$ cat config.mk
export PLATFORM = sky130hd
export DESIGN_NAME = accel_i2c_slave_regs
export DESIGN_NICKNAME = d
export VERILOG_FILES = /design/src/i2c_line_sync.v /design/src/sample_refresh.v /design/src/accel_i2c_slave_regs.v
export VERILOG_INCLUDE_DIRS = /design/src
export SDC_FILE = /design/constraint.sdc
export NUM_CORES = 1
export LEC_CHECK = 0
export BUFFER_PORTS_ARGS = -buffer_cell sky130_fd_sc_hd__clkbuf_2
export CAP_MARGIN = 30
export CORE_MARGIN = 1
export CORE_UTILIZATION = 45
export CTS_CLUSTER_DIAMETER = 60
export CTS_CLUSTER_SIZE = 30
export DETAILED_ROUTE_END_ITERATION = 6
export GPL_ROUTABILITY_DRIVEN = 0
export GPL_TIMING_DRIVEN = 0
export MAX_ROUTING_LAYER = met4
export PLACE_DENSITY = 0.74
export SYNTH_ARGS = -nofsm -noshare
export SYNTH_HDL_FRONTEND = slang
export SYNTH_HIERARCHICAL = 1
export SYNTH_SLANG_ARGS = --single-unit
$ cat constraint.sdc
create_clock -name sys_clk_i -period 2.1 [get_ports sys_clk_i]
set_input_delay 0.525 -clock sys_clk_i [delete_from_list [all_inputs] [get_ports sys_clk_i]]
set_output_delay 0.525 -clock sys_clk_i [all_outputs]
set_load 0.05 [all_outputs]
$ cat src/accel_map.vh
// Constants for the accelerometer two-wire slave and its register window.
// Assumes a 50 MHz system clock; included by every design file except the line synchroniser.
`ifndef ACCEL_MAP_VH
`define ACCEL_MAP_VH

// ----------------------------------------------------------------
// Slave address
// ----------------------------------------------------------------
`define DEV_ADDR_UPPER 4'h2

// ----------------------------------------------------------------
// Register window positions
// ----------------------------------------------------------------
`define POS_CTRL 3'h0
`define POS_X_HI 3'h1
`define POS_X_LO 3'h2
`define POS_Y_HI 3'h3
`define POS_Y_LO 3'h4
`define POS_LAST 3'h6
`define PTR_LIMIT 8'h07

// ----------------------------------------------------------------
// Control register fields and reset value
// ----------------------------------------------------------------
`define CTRL_SLEEP_BIT 0
`define CTRL_SELF_CHECK_BIT 1
`define CTRL_REF_CHECK_BIT 2
`define CTRL_THERMAL_SEL_BIT 3
`define CTRL_RESET 8'h00

// ----------------------------------------------------------------
// Result format
// ----------------------------------------------------------------
`define RESULT_ZERO_G 12'h800

// ----------------------------------------------------------------
// Timing
// ----------------------------------------------------------------
`define SYS_CLK_MHZ 50
`define REFRESH_PERIOD_US 10000
`define WAKE_TIME_US 75000
`define REFRESH_CYCLES (`REFRESH_PERIOD_US * `SYS_CLK_MHZ)
`define WAKE_CYCLES (`WAKE_TIME_US * `SYS_CLK_MHZ)

`endif

$ cat src/i2c_line_sync.v
// Two-wire line synchroniser with edge, start and stop detection.
// Assumes SCL and SDA arrive asynchronously and are far slower than sys_clk_i.
module i2c_line_sync (
  input wire sys_clk_i,
  input wire reset_n_i,
  input wire clk_en_i,
  input wire scl_i,
  input wire sda_i,
  output wire scl_rise_o,
  output wire scl_fall_o,
  output wire start_o,
  output wire stop_o,
  output wire sda_level_o
);

  reg scl_s1_r;
  reg scl_s2_r;
  reg scl_d_r;
  reg sda_s1_r;
  reg sda_s2_r;
  reg sda_d_r;

  // ----------------------------------------------------------------
  // Two-stage synchronisers, then one history stage
  // ----------------------------------------------------------------
  // Idle level is high so a reset never fakes a start or stop
  always @(posedge sys_clk_i or negedge reset_n_i) begin
    if (!reset_n_i) begin
      scl_s1_r <= 1'b1;
      scl_s2_r <= 1'b1;
      scl_d_r <= 1'b1;
      sda_s1_r <= 1'b1;
      sda_s2_r <= 1'b1;
      sda_d_r <= 1'b1;
    end else if (clk_en_i) begin
      scl_s1_r <= scl_i;
      scl_s2_r <= scl_s1_r;
      scl_d_r <= scl_s2_r;
      sda_s1_r <= sda_i;
      sda_s2_r <= sda_s1_r;
      sda_d_r <= sda_s2_r;
    end
  end

  // ----------------------------------------------------------------
  // Event pulses
  // ----------------------------------------------------------------
  // SDA moving while SCL stays high marks start or stop
  assign scl_rise_o = clk_en_i & scl_s2_r & ~scl_d_r;
  assign scl_fall_o = clk_en_i & ~scl_s2_r & scl_d_r;
  assign start_o = clk_en_i & scl_s2_r & scl_d_r & sda_d_r & ~sda_s2_r;
  assign stop_o = clk_en_i & scl_s2_r & scl_d_r & ~sda_d_r & sda_s2_r;
  assign sda_level_o = sda_s2_r;

endmodule // i2c_line_sync

$ cat src/sample_refresh.v
// Result refresh timer and power-up settling for the sensing path.
// Assumes converter results are stable words in the sys_clk_i domain.
`include "accel_map.vh"
module sample_refresh #(
  parameter REFRESH_CYCLES = `REFRESH_CYCLES,
  parameter WAKE_CYCLES = `WAKE_CYCLES
) (
  input wire sys_clk_i,
  input wire reset_n_i,
  input wire clk_en_i,
  input wire sleep_request_i,
  input wire [11:0] x_accel_i,
  input wire [11:0] y_accel_i,
  input wire [11:0] thermal_result_i,
  output reg [15:0] x_word_o,
  output reg [15:0] y_word_o,
  output reg [15:0] t_word_o,
  output reg measure_valid_o
);

  localparam integer REF_LAST_I = REFRESH_CYCLES - 1;
  localparam integer WAKE_LAST_I = WAKE_CYCLES - 1;
  // Both counts fit in 23 bits, so the cut to counter width is safe
  localparam [22:0] REF_LAST = REF_LAST_I[22:0];
  localparam [22:0] WAKE_LAST = WAKE_LAST_I[22:0];

  reg [22:0] ref_cnt_r;
  reg [22:0] wake_cnt_r;

  // ----------------------------------------------------------------
  // Settling after wake, then periodic capture
  // ----------------------------------------------------------------
  // Results freeze while asleep; the last capture stays readable
  always @(posedge sys_clk_i or negedge reset_n_i) begin
    if (!reset_n_i) begin
      ref_cnt_r <= 23'h000000;
      wake_cnt_r <= 23'h000000;
      measure_valid_o <= 1'b0;
      x_word_o <= {4'h0, `RESULT_ZERO_G};
      y_word_o <= {4'h0, `RESULT_ZERO_G};
      t_word_o <= 16'h0000;
    end else if (clk_en_i) begin
      if (sleep_request_i) begin
        wake_cnt_r <= 23'h000000; // Full settling on every wake
        ref_cnt_r <= 23'h000000;
        measure_valid_o <= 1'b0;
      end else if (!measure_valid_o) begin
        if (wake_cnt_r == WAKE_LAST) begin
          measure_valid_o <= 1'b1;
        end else begin
          wake_cnt_r <= wake_cnt_r + 23'h000001;
        end
      end else if (ref_cnt_r == REF_LAST) begin
        ref_cnt_r <= 23'h000000;
        // Upper nibble forced to zero on every axis
        x_word_o <= {4'h0, x_accel_i};
        y_word_o <= {4'h0, y_accel_i};
        t_word_o <= {4'h0, thermal_result_i};
      end else begin
        ref_cnt_r <= ref_cnt_r + 23'h000001;
      end
    end
  end

endmodule // sample_refresh

$ cat src/accel_i2c_slave_regs.v
// Two-wire slave and register window of a dual-axis accelerometer.
// Assumes an external master on SCL/SDA with pull-ups; SDA is open drain.
//
// Summary of operation
// Detect START (SDA falls, SCL high) and STOP (SDA rises, SCL high).
// Bytes are eight bits, MSB first, then one acknowledge bit.
// Answer only to address 0010 followed by the three strap bits.
// Eighth address bit: one means read, zero means write.
// Acknowledge a matching address and every written byte on ninth clock.
// Master writes register address zero before the control byte.
// Control bit 0 set requests power-down; clear keeps sensor powered.
// Control bit 1 enables self-test.
// Control bit 2 selects bandgap test mode for the temperature path.
// Control bit 3 returns temperature in the two X positions.
// In a read, send a byte per nine clocks while master acknowledges.
// Positions: control, X high, X low, Y high, Y low; any start.
// Pointer increments by one after each read byte.
// Positions five and six read zero; then pointer wraps to zero.
// Axis results are 16-bit, 12 significant bits, upper bits zero.
// Results refresh at about 100 Hz; master waits about 20 ms.
// A withheld acknowledge ends the read; SDA is released.
// Clearing power-down wakes sensor; results valid after about 75 ms.
// Reading position zero returns the current control register.
// Master writes start pointer, then re-addresses with read bit set.
// SDA changes only while SCL is low; bus free when both high.
// Release SDA after eighth sent bit; sample master ack on ninth.
// Bits 4 to 7 are plain storage; every write loads the pointer.
`include "accel_map.vh"
module accel_i2c_slave_regs #(
  parameter REFRESH_CYCLES = `REFRESH_CYCLES,
  parameter WAKE_CYCLES = `WAKE_CYCLES
) (
  input wire sys_clk_i,
  input wire reset_n_i,
  input wire clk_en_i,
  input wire scl_i,
  input wire sda_i,
  output wire sda_o,
  output reg sda_oe_o,
  input wire [2:0] addr_strap_i,
  input wire [11:0] x_accel_i,
  input wire [11:0] y_accel_i,
  input wire [11:0] thermal_result_i,
  output wire sleep_request_o,
  output wire self_check_enable_o,
  output wire reference_check_mode_o,
  output wire thermal_output_select_o,
  output wire measure_valid_o
);

  // ----------------------------------------------------------------
  // State encoding
  // ----------------------------------------------------------------
  localparam [3:0] ST_IDLE = 4'h0;
  localparam [3:0] ST_ADDR = 4'h1;
  localparam [3:0] ST_ADDR_ACK = 4'h2;
  localparam [3:0] ST_WR_PTR = 4'h3;
  localparam [3:0] ST_PTR_ACK = 4'h4;
  localparam [3:0] ST_WR_DATA = 4'h5;
  localparam [3:0] ST_DATA_ACK = 4'h6;
  localparam [3:0] ST_RD_DATA = 4'h7;
  localparam [3:0] ST_RD_ACK = 4'h8;

  reg [3:0] state_r;
  reg [3:0] bit_cnt_r;
  reg [7:0] rx_r;
  reg [7:0] tx_r;
  reg [2:0] ptr_r;
  reg rd_dir_r;
  reg master_ack_r;
  reg [7:0] ctrl_r;
  reg [2:0] strap_r;
  reg strap_taken_r;

  wire scl_rise;
  wire scl_fall;
  wire start_evt;
  wire stop_evt;
  wire sda_level;
  wire [15:0] x_word;
  wire [15:0] y_word;
  wire [15:0] t_word;
  wire [7:0] rx_full;
  wire addr_match;
  wire [7:0] window_byte;

  // ----------------------------------------------------------------
  // Submodules
  // ----------------------------------------------------------------
  i2c_line_sync u_sync (
    .sys_clk_i(sys_clk_i),
    .reset_n_i(reset_n_i),
    .clk_en_i(clk_en_i),
    .scl_i(scl_i),
    .sda_i(sda_i),
    .scl_rise_o(scl_rise),
    .scl_fall_o(scl_fall),
    .start_o(start_evt),
    .stop_o(stop_evt),
    .sda_level_o(sda_level)
  );

  sample_refresh #(
    .REFRESH_CYCLES(REFRESH_CYCLES),
    .WAKE_CYCLES(WAKE_CYCLES)
  ) u_refresh (
    .sys_clk_i(sys_clk_i),
    .reset_n_i(reset_n_i),
    .clk_en_i(clk_en_i),
    .sleep_request_i(ctrl_r[`CTRL_SLEEP_BIT]),
    .x_accel_i(x_accel_i),
    .y_accel_i(y_accel_i),
    .thermal_result_i(thermal_result_i),
    .x_word_o(x_word),
    .y_word_o(y_word),
    .t_word_o(t_word),
    .measure_valid_o(measure_valid_o)
  );

  // ----------------------------------------------------------------
  // Read window decode
  // ----------------------------------------------------------------
  // Used both after the address ack and after each master ack
  function [7:0] read_byte;
    input [2:0] pos;
    input [7:0] ctrl;
    input [15:0] xw;
    input [15:0] yw;
    input [15:0] tw;
    reg [15:0] first;
    begin
      // X positions carry temperature when selected
      first = ctrl[`CTRL_THERMAL_SEL_BIT] ? tw : xw;
      case (pos)
        `POS_CTRL: read_byte = ctrl;
        `POS_X_HI: read_byte = first[15:8];
        `POS_X_LO: read_byte = first[7:0];
        `POS_Y_HI: read_byte = yw[15:8];
        `POS_Y_LO: read_byte = yw[7:0];
        default: read_byte = 8'h00; // Spare positions read zero
      endcase
    end
  endfunction

  // Pointer step with wrap after the last spare position
  function [2:0] next_ptr;
    input [2:0] pos;
    begin
      if (pos == `POS_LAST) begin
        next_ptr = `POS_CTRL;
      end else begin
        next_ptr = pos + 3'h1;
      end
    end
  endfunction

  // ----------------------------------------------------------------
  // Strap capture
  // ----------------------------------------------------------------
  // Strap is sampled once after reset release, never by the reset itself
  always @(posedge sys_clk_i or negedge reset_n_i) begin
    if (!reset_n_i) begin
      strap_r <= 3'h0;
      strap_taken_r <= 1'b0;
    end else if (clk_en_i && !strap_taken_r) begin
      strap_r <= addr_strap_i;
      strap_taken_r <= 1'b1;
    end
  end

  // Byte as it stands once the eighth bit has been shifted in
  assign rx_full = rx_r;
  assign addr_match = (rx_full[7:1] == {`DEV_ADDR_UPPER, strap_r});
  // Byte at the pointer; its MSB goes out first, so only bit 7 is taken here
  assign window_byte = read_byte(ptr_r, ctrl_r, x_word, y_word, t_word);

  // ----------------------------------------------------------------
  // Control outputs
  // ----------------------------------------------------------------
  assign sleep_request_o = ctrl_r[`CTRL_SLEEP_BIT];
  assign self_check_enable_o = ctrl_r[`CTRL_SELF_CHECK_BIT];
  assign reference_check_mode_o = ctrl_r[`CTRL_REF_CHECK_BIT];
  assign thermal_output_select_o = ctrl_r[`CTRL_THERMAL_SEL_BIT];
  // Open drain: only ever pulls low, the enable carries the data
  assign sda_o = 1'b0;

  // ----------------------------------------------------------------
  // Bus protocol engine
  // ----------------------------------------------------------------
  // All SDA changes happen on the SCL falling edge, so the line is
  // steady for the whole high phase and never mimics start or stop.
  always @(posedge sys_clk_i or negedge reset_n_i) begin
    if (!reset_n_i) begin
      state_r <= ST_IDLE;
      bit_cnt_r <= 4'h0;
      rx_r <= 8'h00;
      tx_r <= 8'h00;
      ptr_r <= `POS_CTRL;
      rd_dir_r <= 1'b0;
      master_ack_r <= 1'b0;
      ctrl_r <= `CTRL_RESET;
      sda_oe_o <= 1'b0;
    end else if (clk_en_i) begin
      if (start_evt) begin
        // Repeated start allowed anywhere; pointer kept for reads
        state_r <= ST_ADDR;
        bit_cnt_r <= 4'h0;
        sda_oe_o <= 1'b0;
      end else if (stop_evt) begin
        state_r <= ST_IDLE;
        sda_oe_o <= 1'b0;
      end else begin
        case (state_r)
          ST_IDLE: begin
            sda_oe_o <= 1'b0;
          end
          ST_ADDR, ST_WR_PTR, ST_WR_DATA: begin
            if (scl_rise && bit_cnt_r != 4'h8) begin
              rx_r <= {rx_r[6:0], sda_level}; // MSB first
              bit_cnt_r <= bit_cnt_r + 4'h1;
            end else if (scl_fall && bit_cnt_r == 4'h8) begin
              bit_cnt_r <= 4'h0;
              if (state_r == ST_ADDR && !addr_match) begin
                state_r <= ST_IDLE; // Not ours: stay off the line
              end else begin
                sda_oe_o <= 1'b1; // Pull low for the ninth clock
                case (state_r)
                  ST_ADDR: begin
                    rd_dir_r <= rx_full[0];
                    state_r <= ST_ADDR_ACK;
                  end
                  ST_WR_PTR: begin
                    // Out-of-window pointer values fall back to zero
                    if (rx_full < `PTR_LIMIT) begin
                      ptr_r <= rx_full[2:0];
                    end else begin
                      ptr_r <= `POS_CTRL;
                    end
                    state_r <= ST_PTR_ACK;
                  end
                  default: begin
                    // Only position zero is writable; others ack and drop
                    if (ptr_r == `POS_CTRL) begin
                      ctrl_r <= rx_full;
                    end
                    ptr_r <= next_ptr(ptr_r);
                    state_r <= ST_DATA_ACK;
                  end
                endcase
              end
            end
          end
          ST_ADDR_ACK: begin
            if (scl_fall) begin
              if (rd_dir_r) begin
                tx_r <= read_byte(ptr_r, ctrl_r, x_word, y_word, t_word);
                sda_oe_o <= ~window_byte[7];
                state_r <= ST_RD_DATA;
              end else begin
                sda_oe_o <= 1'b0;
                state_r <= ST_WR_PTR;
              end
            end
          end
          ST_PTR_ACK, ST_DATA_ACK: begin
            if (scl_fall) begin
              sda_oe_o <= 1'b0; // Release after the ack clock
              state_r <= ST_WR_DATA;
            end
          end
          ST_RD_DATA: begin
            if (scl_rise) begin
              bit_cnt_r <= bit_cnt_r + 4'h1;
            end else if (scl_fall) begin
              if (bit_cnt_r == 4'h8) begin
                sda_oe_o <= 1'b0; // Hand SDA to the master for its ack
                ptr_r <= next_ptr(ptr_r);
                state_r <= ST_RD_ACK;
              end else begin
                tx_r <= {tx_r[6:0], 1'b0};
                sda_oe_o <= ~tx_r[6]; // Next bit, MSB first
              end
            end
          end
          ST_RD_ACK: begin
            if (scl_rise) begin
              master_ack_r <= ~sda_level;
            end else if (scl_fall) begin
              bit_cnt_r <= 4'h0;
              if (master_ack_r) begin
                tx_r <= read_byte(ptr_r, ctrl_r, x_word, y_word, t_word);
                sda_oe_o <= ~window_byte[7];
                state_r <= ST_RD_DATA; // Keep sending while acked
              end else begin
                sda_oe_o <= 1'b0; // No ack: stop sending
                state_r <= ST_IDLE;
              end
            end
          end
          default: begin
            state_r <= ST_IDLE;
            sda_oe_o <= 1'b0;
          end
        endcase
      end
    end
  end

endmodule // accel_i2c_slave_regs

==> results.cfg <==
[timing]
worst_pin_slew_ns = 0.612
setup_ws_ns = -0.0784
period_minus_slack_ns = 2.18
fin_skew_ns = 0.00849
maxSlewHeadroom_pct = 59.2
max_freq_mhz = 459
holdWs_ns = 0.0724
rsz0062_at_grt = true
slew_violations = 0
hold_violations = 0
finalCritPeriodShare_pct = 104
setup_viol = 48

[critical_path]
rr_startpoint = u_sync/scl_d_r$_DFFE_PN1P_
cp-start-kind = flip-flop
path_max_fanout = 4
reg2regPathDepth = 9
end_kind = flip-flop
crit_arrival_ns = 2.52
rr_endpoint = tx_r[3]$_DFFE_PN0P_
r2r_slack_ns = -0.08
worstPathRequired_ns = 2.44
crit_start = u_sync/scl_d_r$_DFFE_PN1P_
crit_type = flip-flop to flip-flop

[cells_and_area]
n_antenna_cell = 0
nets = 899
layout-drive-gt1-share_pct = 34.1
final_cells = 1079
area_delta_synth_final_pct = 28.3
fillers = 1323

[power]
power_density_nw_per_um2 = 969
p_clk_share_pct = 33.5
swShare_pct = 34.8
p_leak_uw = 0.00418
peakVddDrop_v = 0.000662
pwr-share-seq_pct = 36.3
internal-power_uw = 6010
net-switching-power_uw = 3210
share_comb_of_total_power_pct = 30.2

[routing]
via_per_inst = 5.96
wl_per_cell_um = 18.3
drc_errors = 0
wirelength_mm = 19.7
num_vias = 6430
final_antenna_net_count = 0
drt_pre_antenna_iters = 5
drt_iter0_drc = 845

[clock_tree]
path_clk_slew_ns = 0.06
h-tree-depth = 4
clock_latency_ns = 0.43
clockBufferDepth = 2
cts_hold_buf = 0
cts_root_buf = clkbuf_16
cts_sinks = 130
cts_tree = built
cts_made_buffers = 17

[die]
die_y_um = 130
std_cell_rows = 46
pin_count = 51
die_w_um = 130
core_um2 = 16000
initial_utilization_pct = 46.4
die-area_um2 = 17000

[placed_design]
hpwl_mm = 12.0
portBuffers = 49
dp_slack_ns = -0.709
dp_cells = 1010

[global_routing]
grt_pass1_vias = 6003
grt_pass1_wl_mm = 30.6
antenna_found_initial = 0
overflow = 0
grt_start_max_net_pins = 72
grtUsageTotal_pct = 23.9

[yosys]
synthCells = 733
synth.avg_cell_area_um2 = 10.1
ys_ff_latch = 130
yosysSeqAreaShare_pct = 44.0
synthFlopType = dfrtp_1
netlist_area_um2 = 7420
synth-edff-count = 0
ys_types = 88
async_reset_ff_share_pct = 100
ys_warn_count = 6

[flow_run]
maxCapViolCount = 0

[min_path]
min_path_type = input port to async pin

[outcome]
violations = setup timing
outcome = complete, but fails checks
[registers in the layout, summed over array words and instances, names as in the netlist, 3 cells and up]
name                  cells
u_refresh/ref_cnt_r      23
ptr_r                     3
rx_full                   8
u_refresh/x_word_o       12
bit_cnt_r                 4
ctrl_r                    8
u_refresh/y_word_o       12
u_refresh/t_word_o       12
strap_r                   3
tx_r                      7
u_refresh/wake_cnt_r     23
state_r                   4
[synthesized netlist by cell type (7+ instances only)]
cell type | instances | area, um^2
a21oi_1 | 30 | 150
a31oi_1 | 20 | 125
and3_1 | 8 | 50.1
buf_2 | 13 | 65.1
buf_4 | 13 | 97.6
clkbuf_1 | 22 | 82.6
dfrtp_1 | 122 | 3050
dfstp_2 | 8 | 210
inv_1 | 22 | 82.6
mux2_1 | 37 | 417
mux2_2 | 24 | 270
mux2i_1 | 25 | 250
nand2_1 | 65 | 244
nand2b_1 | 9 | 56.3
nand3_1 | 29 | 145
nand4_1 | 15 | 93.8
nor2_1 | 32 | 120
nor3_1 | 18 | 90.1
nor4_1 | 12 | 75.1
o211ai_1 | 15 | 113
o21ai_0 | 17 | 85.1
o21ai_1 | 10 | 50.1
o22ai_1 | 7 | 43.8
or4_1 | 8 | 60.1
[kinds of logic (layout without fill, tap and decap cells)]
| group | after synthesis | in the layout | share of synthesized area [%] |
|---|---|---|---|
| compound gates | 172 | 173 | 16.4 |
| xor+xnor | 4 | 4 | 0.472 |
| buf+inv | 78 | 196 | 5.43 |
| other cells | 2 | 13 | 0.101 |
| mux | 91 | 91 | 13.6 |
| flops | 130 | 130 | 44.0 |
| fa+ha+maj | 5 | 5 | 0.843 |
| simple gates | 251 | 251 | 19.1 |
[per-stage QoR]
step	setup TNS (ns)	util [%]	area, um^2	total power (uW)
2_1_floorplan	-7.30	-	7600	5090
3_3_place_gp	-245.68	50.7	8120	5690
3_5_place_dp	-40.02	51.0	8150	5740
4_1_cts	-0.472	57.4	9180	8990
5_1_grt	-5.07	59.5	9520	9700
6_report	-2.54	59.5	9520	9230
[how the worst max path moves through the flow]
stage                                                       to  slack (ns)  cells after the start
after global placement    u_refresh/wake_cnt_r[20]$_DFFE_PN0P_       -1.63                      1
final                                      tx_r[3]$_DFFE_PN0P_       -0.08                      9
after global routing                       tx_r[5]$_DFFE_PN0P_       -0.14                      9
after detailed placement                   tx_r[4]$_DFFE_PN0P_       -0.71                     10
after floorplan                          ctrl_r[0]$_DFFE_PN0P_       -0.18                     10
after CTS                 u_refresh/wake_cnt_r[13]$_DFFE_PN0P_       -0.06                      6
[area by class of cell]
type                            count  area (um^2)  share of cell area [%]
Clock inverter                     10          131                    1.38
Clock buffer                       22          484                    5.09
Multi-Input combinational cell    537         4220                    44.3
Timing Repair Buffer               92          708                    7.44
Sequential cell                   130         3260                    34.3
Tap cell                          216          270                    2.84
Buffer                             48          349                    3.67
Inverter                           24         91.3                   0.960
[per-layer routing]
metal,GRT usage [%],vias to the layer above,wire length [um]
met5,-,-,0
met4,7.30,0,374
met3,5.13,43,1030
met2,36.7,253,9550
met1,31.7,3150,8740
li1,-,2984,-
[critical path, stage by stage, from the launching register on]
cell,delay [ns]
dfstp_2,0.58
inv_2,0.05
nor3b_2,0.16
buf_4,0.16
nand4b_1,0.10
a211o_1,0.31
a221oi_4,0.40
buf_6,0.17
nor2_1,0.04
a31oi_1,0.13
[power by group through the flow]
stage | logic (uW) | registers [uW] | clock network (uW)
after floorplan | 1840 | 3250 | 0
after global placement | 2370 | 3310 | 0
after detailed placement | 2420 | 3320 | 0
after CTS | 2570 | 3290 | 3130
after global routing | 3030 | 3400 | 3270
final | 2790 | 3350 | 3090
[repair_timing]
action | 4_1_cts | 5_1_grt
resized for setup | 54 | 45
pin swaps | 15 | 16
gates cloned | 2 | 4
buffers inserted | 21 | 16
setup endpoints to repair | 101 | 97
[placed cells by master, fill, tap and decap left out, types with 8 or more instances in the layout]
master,count
mux2i_1,25
buf_6,9
nor4_1,10
mux2_2,16
a21oi_1,24
nand2b_1,8
nor2_1,28
nand4_1,15
nand2_1,64
dfrtp_1,121
conb_1,13
nor3_1,13
mux2_4,49
clkbuf_2,52
o211ai_1,15
o21ai_1,13
dfstp_2,8
o21ai_0,13
a31oi_1,20
clkbuf_16,19
buf_4,44
clkbuf_1,12
inv_1,21
nand3_1,26
buf_2,10
No activity file was read; power rests on OpenSTA's default activity.
